`src/quad_repeater_defs.vh`:
```
// Constants shared by the repeater configuration logic.
// Assumes a 100 MHz system clock; included by bare name.
`ifndef QUAD_REPEATER_DEFS_VH
`define QUAD_REPEATER_DEFS_VH

// ----------------------------------------------------------------
// Bus address and timing
// ----------------------------------------------------------------
`define TGT_ADDR         7'h56
`define CLK_PERIOD_NS    10
`define T_BUF_NS         4700
`define T_HIGH_MAX_NS    50000
`define T_BUF_CYC        ((`T_BUF_NS + `CLK_PERIOD_NS - 1) / `CLK_PERIOD_NS)
`define T_HIGH_MAX_CYC   (`T_HIGH_MAX_NS / `CLK_PERIOD_NS)

// ----------------------------------------------------------------
// Register offsets
// ----------------------------------------------------------------
`define REG_STATUS       8'h00
`define REG_CTRL         8'h01
`define REG_BOOST0       8'h02
`define REG_BOOST3       8'h05
`define REG_BOOST_MSB    8'h06
`define REG_DET_ON       8'h07
`define REG_DET_OFF      8'h08
`define REG_LANE_STAT    8'h09

// ----------------------------------------------------------------
// Control fields and reset values
// ----------------------------------------------------------------
`define CTRL_SWING_BUS   0
`define CTRL_EMPH_BUS    1
`define CTRL_SWING_LSB   2
`define CTRL_EMPH_LSB    4
`define CTRL_RST         8'h28
`define BOOST_LO_RST     8'h2F
`define DET_ON_RST       8'h40
`define DET_OFF_RST      8'h20
`define SWING_DEFAULT    2'h2
`define EMPH_DEFAULT     2'h2

// ----------------------------------------------------------------
// Boost patterns for each strap code
// ----------------------------------------------------------------
`define BOOST_P0         9'h000
`define BOOST_P1         9'h001
`define BOOST_P2         9'h003
`define BOOST_P3         9'h007
`define BOOST_P4         9'h00F
`define BOOST_P5         9'h01F
`define BOOST_P6         9'h02F
`define BOOST_P7         9'h03F

`endif

```
`src/lane_ctrl.v`:
```
// One lane's boost selection, signal-present hysteresis and standby.
// Assumes all inputs are already in the CLK_SYS domain.
`timescale 1ns/1ps
`default_nettype none
`include "quad_repeater_defs.vh"

module lane_ctrl #(
  parameter LVL_W = 8
) (
  input  wire             clk,
  input  wire             rst_b,
  input  wire             ce,
  input  wire             pin_mode,
  input  wire [2:0]       strap_code,
  input  wire [8:0]       bus_boost,
  input  wire [LVL_W-1:0] level,
  input  wire [LVL_W-1:0] on_lvl,
  input  wire [LVL_W-1:0] off_lvl,
  input  wire             power_on,
  output reg  [8:0]       boost_reg,
  output reg              present_reg,
  output reg              active_reg
);

  reg [8:0] strap_boost;

  always @* begin
    case (strap_code)
      3'h0:    strap_boost = `BOOST_P0;
      3'h1:    strap_boost = `BOOST_P1;
      3'h2:    strap_boost = `BOOST_P2;
      3'h3:    strap_boost = `BOOST_P3;
      3'h4:    strap_boost = `BOOST_P4;
      3'h5:    strap_boost = `BOOST_P5;
      3'h6:    strap_boost = `BOOST_P6;
      default: strap_boost = `BOOST_P7;
    endcase
  end

  always @(posedge clk) begin
    if (!rst_b) begin
      boost_reg   <= `BOOST_P6;
      present_reg <= 1'b0;
      active_reg  <= 1'b0;
    end else if (ce) begin
      boost_reg <= pin_mode ? strap_boost : bus_boost;
      // Separate on and off levels keep the flag from chattering near one level.
      if (!present_reg && level > on_lvl)
        present_reg <= 1'b1;
      else if (present_reg && level < off_lvl)
        present_reg <= 1'b0;
      active_reg <= power_on;
    end
  end

endmodule // lane_ctrl

`default_nettype wire

```
`src/quad_repeater_smbus_config.v`:
```
// Configuration logic of a four-lane repeater with a chip-selected SMBus target.
// Assumes pins and detector levels arrive asynchronously and the bus wire is
// resolved outside from SDA_O and SDA_OE.
`timescale 1ns/1ps
`default_nettype none
`include "quad_repeater_defs.vh"

module quad_repeater_smbus_config #(
  parameter       LANES         = 4,
  parameter       LVL_W         = 8,
  parameter [3:0] ID_CODE       = 4'h5,  // Arbitrary value.
  parameter [15:0] IDLE_HIGH_CYC = `T_HIGH_MAX_CYC
) (
  input  wire                   CLK_SYS,
  input  wire                   RST_B,
  input  wire                   CE,
  input  wire                   PIN_MODE,
  input  wire [2:0]             BOOST_STRAP_PINS,
  input  wire [1:0]             SWING_STRAP_PIN,
  input  wire [1:0]             EMPHASIS_STRAP_PIN,
  input  wire [LANES-1:0]       LANE_POWER_ON,
  input  wire [LANES*LVL_W-1:0] LANE_LEVEL,
  input  wire                   CS,
  input  wire                   BUS_CLOCK_LINE,
  input  wire                   SDA_I,
  output reg                    SDA_O,
  output reg                    SDA_OE,
  output wire [LANES*9-1:0]     BOOST_LEVEL,
  output wire [LANES-1:0]       LANE_SIGNAL_PRESENT,
  output wire [LANES-1:0]       LANE_ACTIVE,
  output reg  [1:0]             SWING_SEL,
  output reg  [1:0]             EMPHASIS_SEL,
  output reg                    BUS_IDLE
);

  // ----------------------------------------------------------------
  // Input synchronisers
  // ----------------------------------------------------------------
  localparam SW = 11 + LANES + LANES * LVL_W;
  // Bus lines reset to their idle high level so that no false edge follows reset.
  localparam [SW-1:0] SYNC_RST = {4'h7, {(SW-4){1'b0}}};

  wire [SW-1:0] async_in = {CS, BUS_CLOCK_LINE, SDA_I, PIN_MODE, BOOST_STRAP_PINS,
                            SWING_STRAP_PIN, EMPHASIS_STRAP_PIN, LANE_POWER_ON, LANE_LEVEL};
  reg  [SW-1:0] sync1_reg;
  reg  [SW-1:0] sync2_reg;

  always @(posedge CLK_SYS) begin
    if (!RST_B) begin
      // Strap-select resets high so an open pin means strap control.
      sync1_reg <= SYNC_RST;
      sync2_reg <= SYNC_RST;
    end else if (CE) begin
      sync1_reg <= async_in;
      sync2_reg <= sync1_reg;
    end
  end

  wire                   cs_s    = sync2_reg[SW-1];
  wire                   scl_s   = sync2_reg[SW-2];
  wire                   sda_s   = sync2_reg[SW-3];
  wire                   mode_s  = sync2_reg[SW-4];
  wire [2:0]             bst_s   = sync2_reg[SW-5:SW-7];
  wire [1:0]             swing_s = sync2_reg[SW-8:SW-9];
  wire [1:0]             emph_s  = sync2_reg[SW-10:SW-11];
  wire [LANES-1:0]       pwr_s   = sync2_reg[LANES*LVL_W+LANES-1:LANES*LVL_W];
  wire [LANES*LVL_W-1:0] lvl_s   = sync2_reg[LANES*LVL_W-1:0];

  // ----------------------------------------------------------------
  // Bus line events
  // ----------------------------------------------------------------
  reg scl_d_reg;
  reg sda_d_reg;

  always @(posedge CLK_SYS) begin
    if (!RST_B) begin
      scl_d_reg <= 1'b1;
      sda_d_reg <= 1'b1;
    end else if (CE) begin
      scl_d_reg <= scl_s;
      sda_d_reg <= sda_s;
    end
  end

  wire scl_rise = scl_s & ~scl_d_reg;
  wire scl_fall = ~scl_s & scl_d_reg;
  // Start and stop are only seen with the clock line high on both samples.
  wire start_ev = cs_s & scl_s & scl_d_reg & sda_d_reg & ~sda_s;
  wire stop_ev  = scl_s & scl_d_reg & ~sda_d_reg & sda_s;

  // ----------------------------------------------------------------
  // Idle detection
  // ----------------------------------------------------------------
  localparam [15:0] TBUF_CYC = `T_BUF_CYC;

  reg [15:0] hi_cnt_reg;
  reg        after_stop_reg;
  wire       both_high  = scl_s & sda_s;
  wire       high_limit = (hi_cnt_reg >= IDLE_HIGH_CYC);

  always @(posedge CLK_SYS) begin
    if (!RST_B) begin
      hi_cnt_reg     <= 16'h0000;
      after_stop_reg <= 1'b0;
      BUS_IDLE       <= 1'b1;
    end else if (CE) begin
      if (!both_high)
        hi_cnt_reg <= 16'h0000;
      else if (!high_limit)
        hi_cnt_reg <= hi_cnt_reg + 16'h0001;
      if (start_ev) begin
        after_stop_reg <= 1'b0;
        BUS_IDLE       <= 1'b0;
      end else begin
        if (stop_ev)
          after_stop_reg <= 1'b1;
        if ((after_stop_reg && hi_cnt_reg >= TBUF_CYC) || high_limit)
          BUS_IDLE <= 1'b1;
      end
    end
  end

  // ----------------------------------------------------------------
  // Target state machine
  // ----------------------------------------------------------------
  localparam [2:0] ST_IDLE = 3'h0;
  localparam [2:0] ST_RX   = 3'h1;
  localparam [2:0] ST_ACK  = 3'h2;
  localparam [2:0] ST_TX   = 3'h3;
  localparam [2:0] ST_RACK = 3'h4;

  localparam [1:0] PH_ADDR = 2'h0;
  localparam [1:0] PH_PTR  = 2'h1;
  localparam [1:0] PH_DATA = 2'h2;

  reg [2:0] state_reg;
  reg [1:0] phase_reg;
  reg [3:0] bit_cnt_reg;
  reg [7:0] shift_reg;
  reg [7:0] ptr_reg;
  reg       read_reg;
  reg       mack_reg;
  reg [7:0] rd_data;
  // A data byte is written at the falling clock edge that ends its eighth bit.
  wire      wr_en = CE && cs_s && !stop_ev && !high_limit && !start_ev && state_reg == ST_RX &&
                    phase_reg == PH_DATA && scl_fall && bit_cnt_reg == 4'h8;

  // Register file.
  reg [7:0]       ctrl_reg;
  reg [7:0]       boost_lo_reg [0:LANES-1];
  reg [LANES-1:0] boost_hi_reg;
  reg [7:0]       det_on_reg;
  reg [7:0]       det_off_reg;

  wire [LANES-1:0] present_w;
  wire [LANES-1:0] active_w;
  wire [7:0]       rx_byte = shift_reg;

  always @* begin
    rd_data = 8'h00;
    case (ptr_reg)
      `REG_STATUS:    rd_data = {ID_CODE, present_w};
      `REG_CTRL:      rd_data = ctrl_reg;
      `REG_BOOST_MSB: rd_data = {4'h0, boost_hi_reg};
      `REG_DET_ON:    rd_data = det_on_reg;
      `REG_DET_OFF:   rd_data = det_off_reg;
      `REG_LANE_STAT: rd_data = {3'h0, mode_s, active_w};
      default: begin
        if (ptr_reg >= `REG_BOOST0 && ptr_reg <= `REG_BOOST3)
          rd_data = boost_lo_reg[ptr_reg[1:0] - 2'h2];
      end
    endcase
  end

  always @(posedge CLK_SYS) begin
    if (!RST_B) begin
      // Ready at the first edge after reset, well inside the power-on limit.
      state_reg   <= ST_IDLE;
      phase_reg   <= PH_ADDR;
      bit_cnt_reg <= 4'h0;
      shift_reg   <= 8'h00;
      ptr_reg     <= 8'h00;
      read_reg    <= 1'b0;
      mack_reg    <= 1'b0;
      SDA_O       <= 1'b0;
      SDA_OE      <= 1'b0;
    end else if (CE) begin
      SDA_O <= 1'b0;
      if (!cs_s || stop_ev || high_limit) begin
        // Deselect releases the line at once so other targets own the bus.
        state_reg <= ST_IDLE;
        SDA_OE    <= 1'b0;
      end else if (start_ev) begin
        state_reg   <= ST_RX;
        phase_reg   <= PH_ADDR;
        bit_cnt_reg <= 4'h0;
        SDA_OE      <= 1'b0;
      end else begin
        case (state_reg)
          ST_IDLE: begin
            SDA_OE <= 1'b0;
          end
          ST_RX: begin
            if (scl_rise && bit_cnt_reg != 4'h8) begin
              shift_reg   <= {shift_reg[6:0], sda_s};
              bit_cnt_reg <= bit_cnt_reg + 4'h1;
            end else if (scl_fall && bit_cnt_reg == 4'h8) begin
              // Drive only after the clock falls so the line is quiet while high.
              bit_cnt_reg <= 4'h0;
              case (phase_reg)
                PH_ADDR: begin
                  if (rx_byte[7:1] == `TGT_ADDR) begin
                    read_reg  <= rx_byte[0];
                    phase_reg <= PH_PTR;
                    SDA_OE    <= 1'b1;
                    state_reg <= ST_ACK;
                  end else begin
                    state_reg <= ST_IDLE;
                  end
                end
                PH_PTR: begin
                  ptr_reg   <= rx_byte;
                  phase_reg <= PH_DATA;
                  SDA_OE    <= 1'b1;
                  state_reg <= ST_ACK;
                end
                default: begin
                  SDA_OE    <= 1'b1;
                  state_reg <= ST_ACK;
                end
              endcase
            end
          end
          ST_ACK: begin
            if (scl_fall) begin
              if (read_reg) begin
                shift_reg   <= {rd_data[6:0], 1'b0};
                SDA_OE      <= ~rd_data[7];
                bit_cnt_reg <= 4'h1;
                state_reg   <= ST_TX;
              end else begin
                SDA_OE    <= 1'b0;
                state_reg <= ST_RX;
              end
            end
          end
          ST_TX: begin
            if (scl_fall) begin
              if (bit_cnt_reg == 4'h8) begin
                SDA_OE    <= 1'b0;
                state_reg <= ST_RACK;
              end else begin
                SDA_OE      <= ~shift_reg[7];
                shift_reg   <= {shift_reg[6:0], 1'b0};
                bit_cnt_reg <= bit_cnt_reg + 4'h1;
              end
            end
          end
          ST_RACK: begin
            if (scl_rise) begin
              mack_reg <= ~sda_s;
              ptr_reg  <= ptr_reg + 8'h01;
            end else if (scl_fall) begin
              if (mack_reg) begin
                shift_reg   <= {rd_data[6:0], 1'b0};
                SDA_OE      <= ~rd_data[7];
                bit_cnt_reg <= 4'h1;
                state_reg   <= ST_TX;
              end else begin
                // A NACK ends the read; the host follows with stop.
                state_reg <= ST_IDLE;
              end
            end
          end
          default: begin
            state_reg <= ST_IDLE;
            SDA_OE    <= 1'b0;
          end
        endcase
      end
      if (wr_en)
        ptr_reg <= ptr_reg + 8'h01;
    end
  end

  // ----------------------------------------------------------------
  // Register writes
  // ----------------------------------------------------------------
  integer i;

  always @(posedge CLK_SYS) begin
    if (!RST_B) begin
      ctrl_reg     <= `CTRL_RST;
      boost_hi_reg <= {LANES{1'b0}};
      det_on_reg   <= `DET_ON_RST;
      det_off_reg  <= `DET_OFF_RST;
      for (i = 0; i < LANES; i = i + 1)
        boost_lo_reg[i] <= `BOOST_LO_RST;
    end else if (CE && wr_en) begin
      case (ptr_reg)
        `REG_CTRL:      ctrl_reg     <= rx_byte;
        `REG_BOOST_MSB: boost_hi_reg <= rx_byte[LANES-1:0];
        `REG_DET_ON:    det_on_reg   <= rx_byte;
        `REG_DET_OFF:   det_off_reg  <= rx_byte;
        default: begin
          if (ptr_reg >= `REG_BOOST0 && ptr_reg <= `REG_BOOST3)
            boost_lo_reg[ptr_reg[1:0] - 2'h2] <= rx_byte;
        end
      endcase
    end
  end

  // ----------------------------------------------------------------
  // Driver settings
  // ----------------------------------------------------------------
  always @(posedge CLK_SYS) begin
    if (!RST_B) begin
      SWING_SEL    <= `SWING_DEFAULT;
      EMPHASIS_SEL <= `EMPH_DEFAULT;
    end else if (CE) begin
      SWING_SEL <= ctrl_reg[`CTRL_SWING_BUS] ?
                   ctrl_reg[`CTRL_SWING_LSB+1:`CTRL_SWING_LSB] : swing_s;
      EMPHASIS_SEL <= ctrl_reg[`CTRL_EMPH_BUS] ?
                      ctrl_reg[`CTRL_EMPH_LSB+1:`CTRL_EMPH_LSB] : emph_s;
    end
  end

  // ----------------------------------------------------------------
  // Lanes
  // ----------------------------------------------------------------
  // Lane standby never gates the target above, so the bus stays reachable.
  genvar g;
  generate
    for (g = 0; g < LANES; g = g + 1) begin : g_lane
      lane_ctrl #(
        .LVL_W (LVL_W)
      ) u_lane (
        .clk         (CLK_SYS),
        .rst_b       (RST_B),
        .ce          (CE),
        .pin_mode    (mode_s),
        .strap_code  (bst_s),
        .bus_boost   ({boost_hi_reg[g], boost_lo_reg[g]}),
        .level       (lvl_s[g*LVL_W +: LVL_W]),
        .on_lvl      (det_on_reg[LVL_W-1:0]),
        .off_lvl     (det_off_reg[LVL_W-1:0]),
        .power_on    (pwr_s[g]),
        .boost_reg   (BOOST_LEVEL[g*9 +: 9]),
        .present_reg (present_w[g]),
        .active_reg  (active_w[g])
      );
    end
  endgenerate

  assign LANE_SIGNAL_PRESENT = present_w;
  assign LANE_ACTIVE         = active_w;

endmodule // quad_repeater_smbus_config

`default_nettype wire

```
`config.mk`:
```
export PLATFORM = sky130hd
export DESIGN_NAME = quad_repeater_smbus_config
export DESIGN_NICKNAME = d
export VERILOG_FILES = /design/src/lane_ctrl.v /design/src/quad_repeater_smbus_config.v
export VERILOG_INCLUDE_DIRS = /design/src
export SDC_FILE = /design/constraint.sdc
export NUM_CORES = 1
export LEC_CHECK = 0
export BUFFER_PORTS_ARGS = -buffer_cell sky130_fd_sc_hd__buf_2
export CAP_MARGIN = 20
export CORE_MARGIN = 3
export CORE_UTILIZATION = 40
export CTS_CLUSTER_DIAMETER = 40
export DETAILED_ROUTE_END_ITERATION = 7
export PLACE_DENSITY_LB_ADDON = 0.05
export SLEW_MARGIN = 10
export SYNTH_ARGS = -nofsm -noshare
export SYNTH_HDL_FRONTEND = slang
export SYNTH_SLANG_ARGS = --single-unit
```
`constraint.sdc`:
```
create_clock -name CLK_SYS -period 3.3 [get_ports CLK_SYS]
set_input_delay 0.165 -clock CLK_SYS [delete_from_list [all_inputs] [get_ports CLK_SYS]]
set_output_delay 0.165 -clock CLK_SYS [all_outputs]
set_load 0.05 [all_outputs]
```
==> impl_metrics.tcl <==
set metrics [dict create \
    yosys.cell_count.top_type "dfxtp_1" \
    kind_of_launch_point_of_the_worst_setup_path "flop" \
    number_of_synthesized_flops_with_an_enable_pin 32 \
    timing.fmax_ghz 0.338 \
    die-area_mm2 0.0322 \
    post-route-period-util_pct 89.6 \
    post-cts-setup-buffers 0 \
    num_rows 62 \
    use_met1_pct 30.8 \
    status "finished, final reports clean" \
    gp_routability_congestion 0.898 \
    final_hold_viol_count 0 \
    tightest_slew_ns 0.770 \
    drive_gt1_share_pct 14.3 \
    finalMaxSlewViolations 0 \
    chipWidth_um 179 \
    grt_pass1_wl_mm 53.3 \
    path_class "flop to flop" \
    power.static_leakage_nw 6.05 \
    vdd.ir_drop.worst_v 0.000366 \
    setup_violations 0 \
    skew_ns 0.0260 \
    drv_cap 0 \
    antenna-diode-count 0 \
    wirelength_mm 34.0 \
    place_hpwl_mm 22.8 \
    core_mm2 0.0292 \
    synthArstFlopShare_pct 0 \
    floorplan.initialDensity_pct 41.2 \
    globalRouteMet3Util_pct 3.24 \
    layout.filler_cells 2800 \
    routed-via-count 9864 \
    synthFlopType "dfxtp_1" \
    chipHeight_um 179 \
    layout.core_utilization_pct 50.2 \
    synth_area_per_cell_um2 9.36 \
    drc_violation_count_after_routing 0 \
    final_non_filler_cells 1825 \
    worstPathCellList "inv_1 > ha_1 > nor4_1 > nor4b_1 > o21a_1 > nand4_1 > buf_4 > or2_1 > nand2_1" \
    worst_skew_pair.late_latency_ns 0.53 \
    total_power_mw 8.02 \
    path_clk_slew_ns 0.05 \
    synth_common_cells "218 x dfxtp_1, 191 x nor2_1, 123 x mux2i_1" \
    sequential_to_total_area_share_from_yosys_stat_pct 44.3 \
    detail-route-antenna-nets 0 \
    clock-sinks 250 \
    multiInputGateArea_mm2 0.00618 \
    setup-tns-final_ns 0 \
    cts_buffer_depth 3 \
    numCtsBuffers 41 \
    cp-end-kind "flop" \
    syn-cell-area_mm2 0.0120 \
    first_global_vias 9320 \
    htree_num_levels 2 \
    portBuffers 99 \
    ys.warnings.count 0 \
    first_pass_iters 6 \
    register_area_mm2 0.00533 \
    cp.buffers_inverters 2 \
    area_fraction_of_the_dominant_cell_type_after_synthesis_pct 36.3 \
    critPathMaxFanout 20 \
    grtUsageTotal_pct 20.9 \
    postSynthNetCount 1402 \
    grt-ovfl-total 0 \
    synth_cell_types 76 \
    synth.top_cells.by_area "dfxtp_1 36%, mux2i_1 10%, edfxtp_1 8.0%" \
    syn2layout_area_growth_pct 21.9 \
    drtIter0Drc 688 \
    cp.required_ns 3.49 \
    grt.busiest_layer "met2" \
    holdCritPathClass "primary input to flop" \
    setup_repair_after_global_routing_missed_its_margin "no" \
    tritoncts "built" \
    cpPeakStageDelay_ns 0.49 \
    io_pins 101 \
    synth.ff_latch_count 250 \
    nets 1529 \
    grt_start_max_net_pins 146 \
    slew-limit-headroom_pct 48.7 \
    synthDominantAreaCellType "dfxtp_1" \
    power_per_cell_area_mw_per_mm2 547 \
    mapped_cells 1283 \
    cpMaxStageDelayCell "nor4b_1" \
    cp.arrival_ns 3.14 \
    worst_path_dominant_cell_family "simple AND/OR/NAND/NOR gates" \
    fin_worst_hold_slack_ns 0.0846 \
    drt_via_density 5.40 \
    min_period_ns 2.96 \
    dp_cells 1703 \
    route.detailed.wl_per_inst_um 18.6 \
    clock-root-buffer "clkbuf_16" \
    grt_antenna_before_repair 0 \
    grt_met2_use_pct 31.9 \
]
[worst register-to-register path: stages, from the launching register on]
cell	delay (ns)
dfxtp_1	0.30
inv_1	0.17
ha_1	0.37
nor4_1	0.10
nor4b_1	0.49
o21a_1	0.25
nand4_1	0.11
buf_4	0.24
or2_1	0.28
nand2_1	0.30
[timing repair]
action / CTS / global route
resized for setup: 0 / 0
endpoints found under the hold margin: 50 / 0
hold buffers: 48 / 0
setup endpoints to repair: 0 / 0
[final cells by class]
cell class | instances | area share (%)
inverter | 41 | 1.07
clock inverter | 20 | 1.44
tap | 384 | 3.28
timing repair buffer | 167 | 7.90
sequential | 250 | 36.4
multi-input combinational | 909 | 42.2
clock buffer | 54 | 7.77
[cell families after synthesis]
kind of cell / Yosys count / share of synthesized area, %
xor gates and xnor gates: 11 / 0.802
other: 1 / 0.0312
and+or+nand+nor: 448 / 17.4
DFF: 250 / 44.3
muxes: 131 / 11.7
buffers and inverters: 124 / 4.28
AOI/OAI and AO/OA: 249 / 14.2
adders and majority gates: 69 / 7.19
[cells in the final DEF, fill, tap and decap left out, types with 5 or more instances in the layout]
cell and count:
a31oi_1 13, clkbuf_16 43, xnor2_1 7, or3_1 12, nor4_1 8, nand3_1 25, clkinv_2 6, o21a_1 16
clkbuf_1 9, nor3_1 20, nand3b_1 6, a211oi_1 9, o32ai_1 5, a21o_1 8, o22ai_1 9, and3_1 9
inv_1 40, nor2_1 190, mux4_2 8, a22oi_1 20, dfxtp_1 218, o211ai_1 13, buf_2 98, dlygate4sd3_1 48
nand2b_1 14, edfxtp_1 32, a221o_1 16, a21oi_1 62, nand4_1 14, o21ai_0 32, ha_1 69, mux2i_1 123
buf_4 18, nand2_1 105, o221ai_1 5, nor2b_1 12
[final timing paths]
| path | slack, ns | startpoint | cells past startpoint | to |
|---|---|---|---|---|
| max | 0.34 | ptr_reg[0] | 9 | boost_lo_reg[1][7] |
| min | 0.08 | CE | 3 | hi_cnt_reg[1] |
| max reg2reg | 0.34 | ptr_reg[0] | 9 | boost_lo_reg[1][7] |
| min reg2reg | 0.47 | sync1_reg[45] | 2 | sync2_reg[45] |
[metal layers]
| layer | vias up | share of wire [%] |
|---|---|---|
| met3 | 51 | 4.8 |
| met1 | 4670 | 49 |
| met4 | 0 | 2.0 |
| li1 | 4893 | - |
| met2 | 250 | 44 |
| met5 | - | 0 |
[metrics by stage]
| step | setup slack, ns | instance area, um2 |
|---|---|---|
| after detailed placement | 0.428 | 12800 |
| final | 0.343 | 14600 |
| after floorplan | 0.209 | 12000 |
| after CTS | 0.409 | 14600 |
| after global placement | 0.536 | 12800 |
| after global routing | 0.111 | 14600 |
[power by group]
part	switching, mW	leakage, nW	total [mW]	internal, mW
registers	0.0802	2.09	3.27	3.19
clock network	1.51	0.653	4.19	2.68
logic	0.333	3.30	0.556	0.223
(Power assumes the default switching activity.)
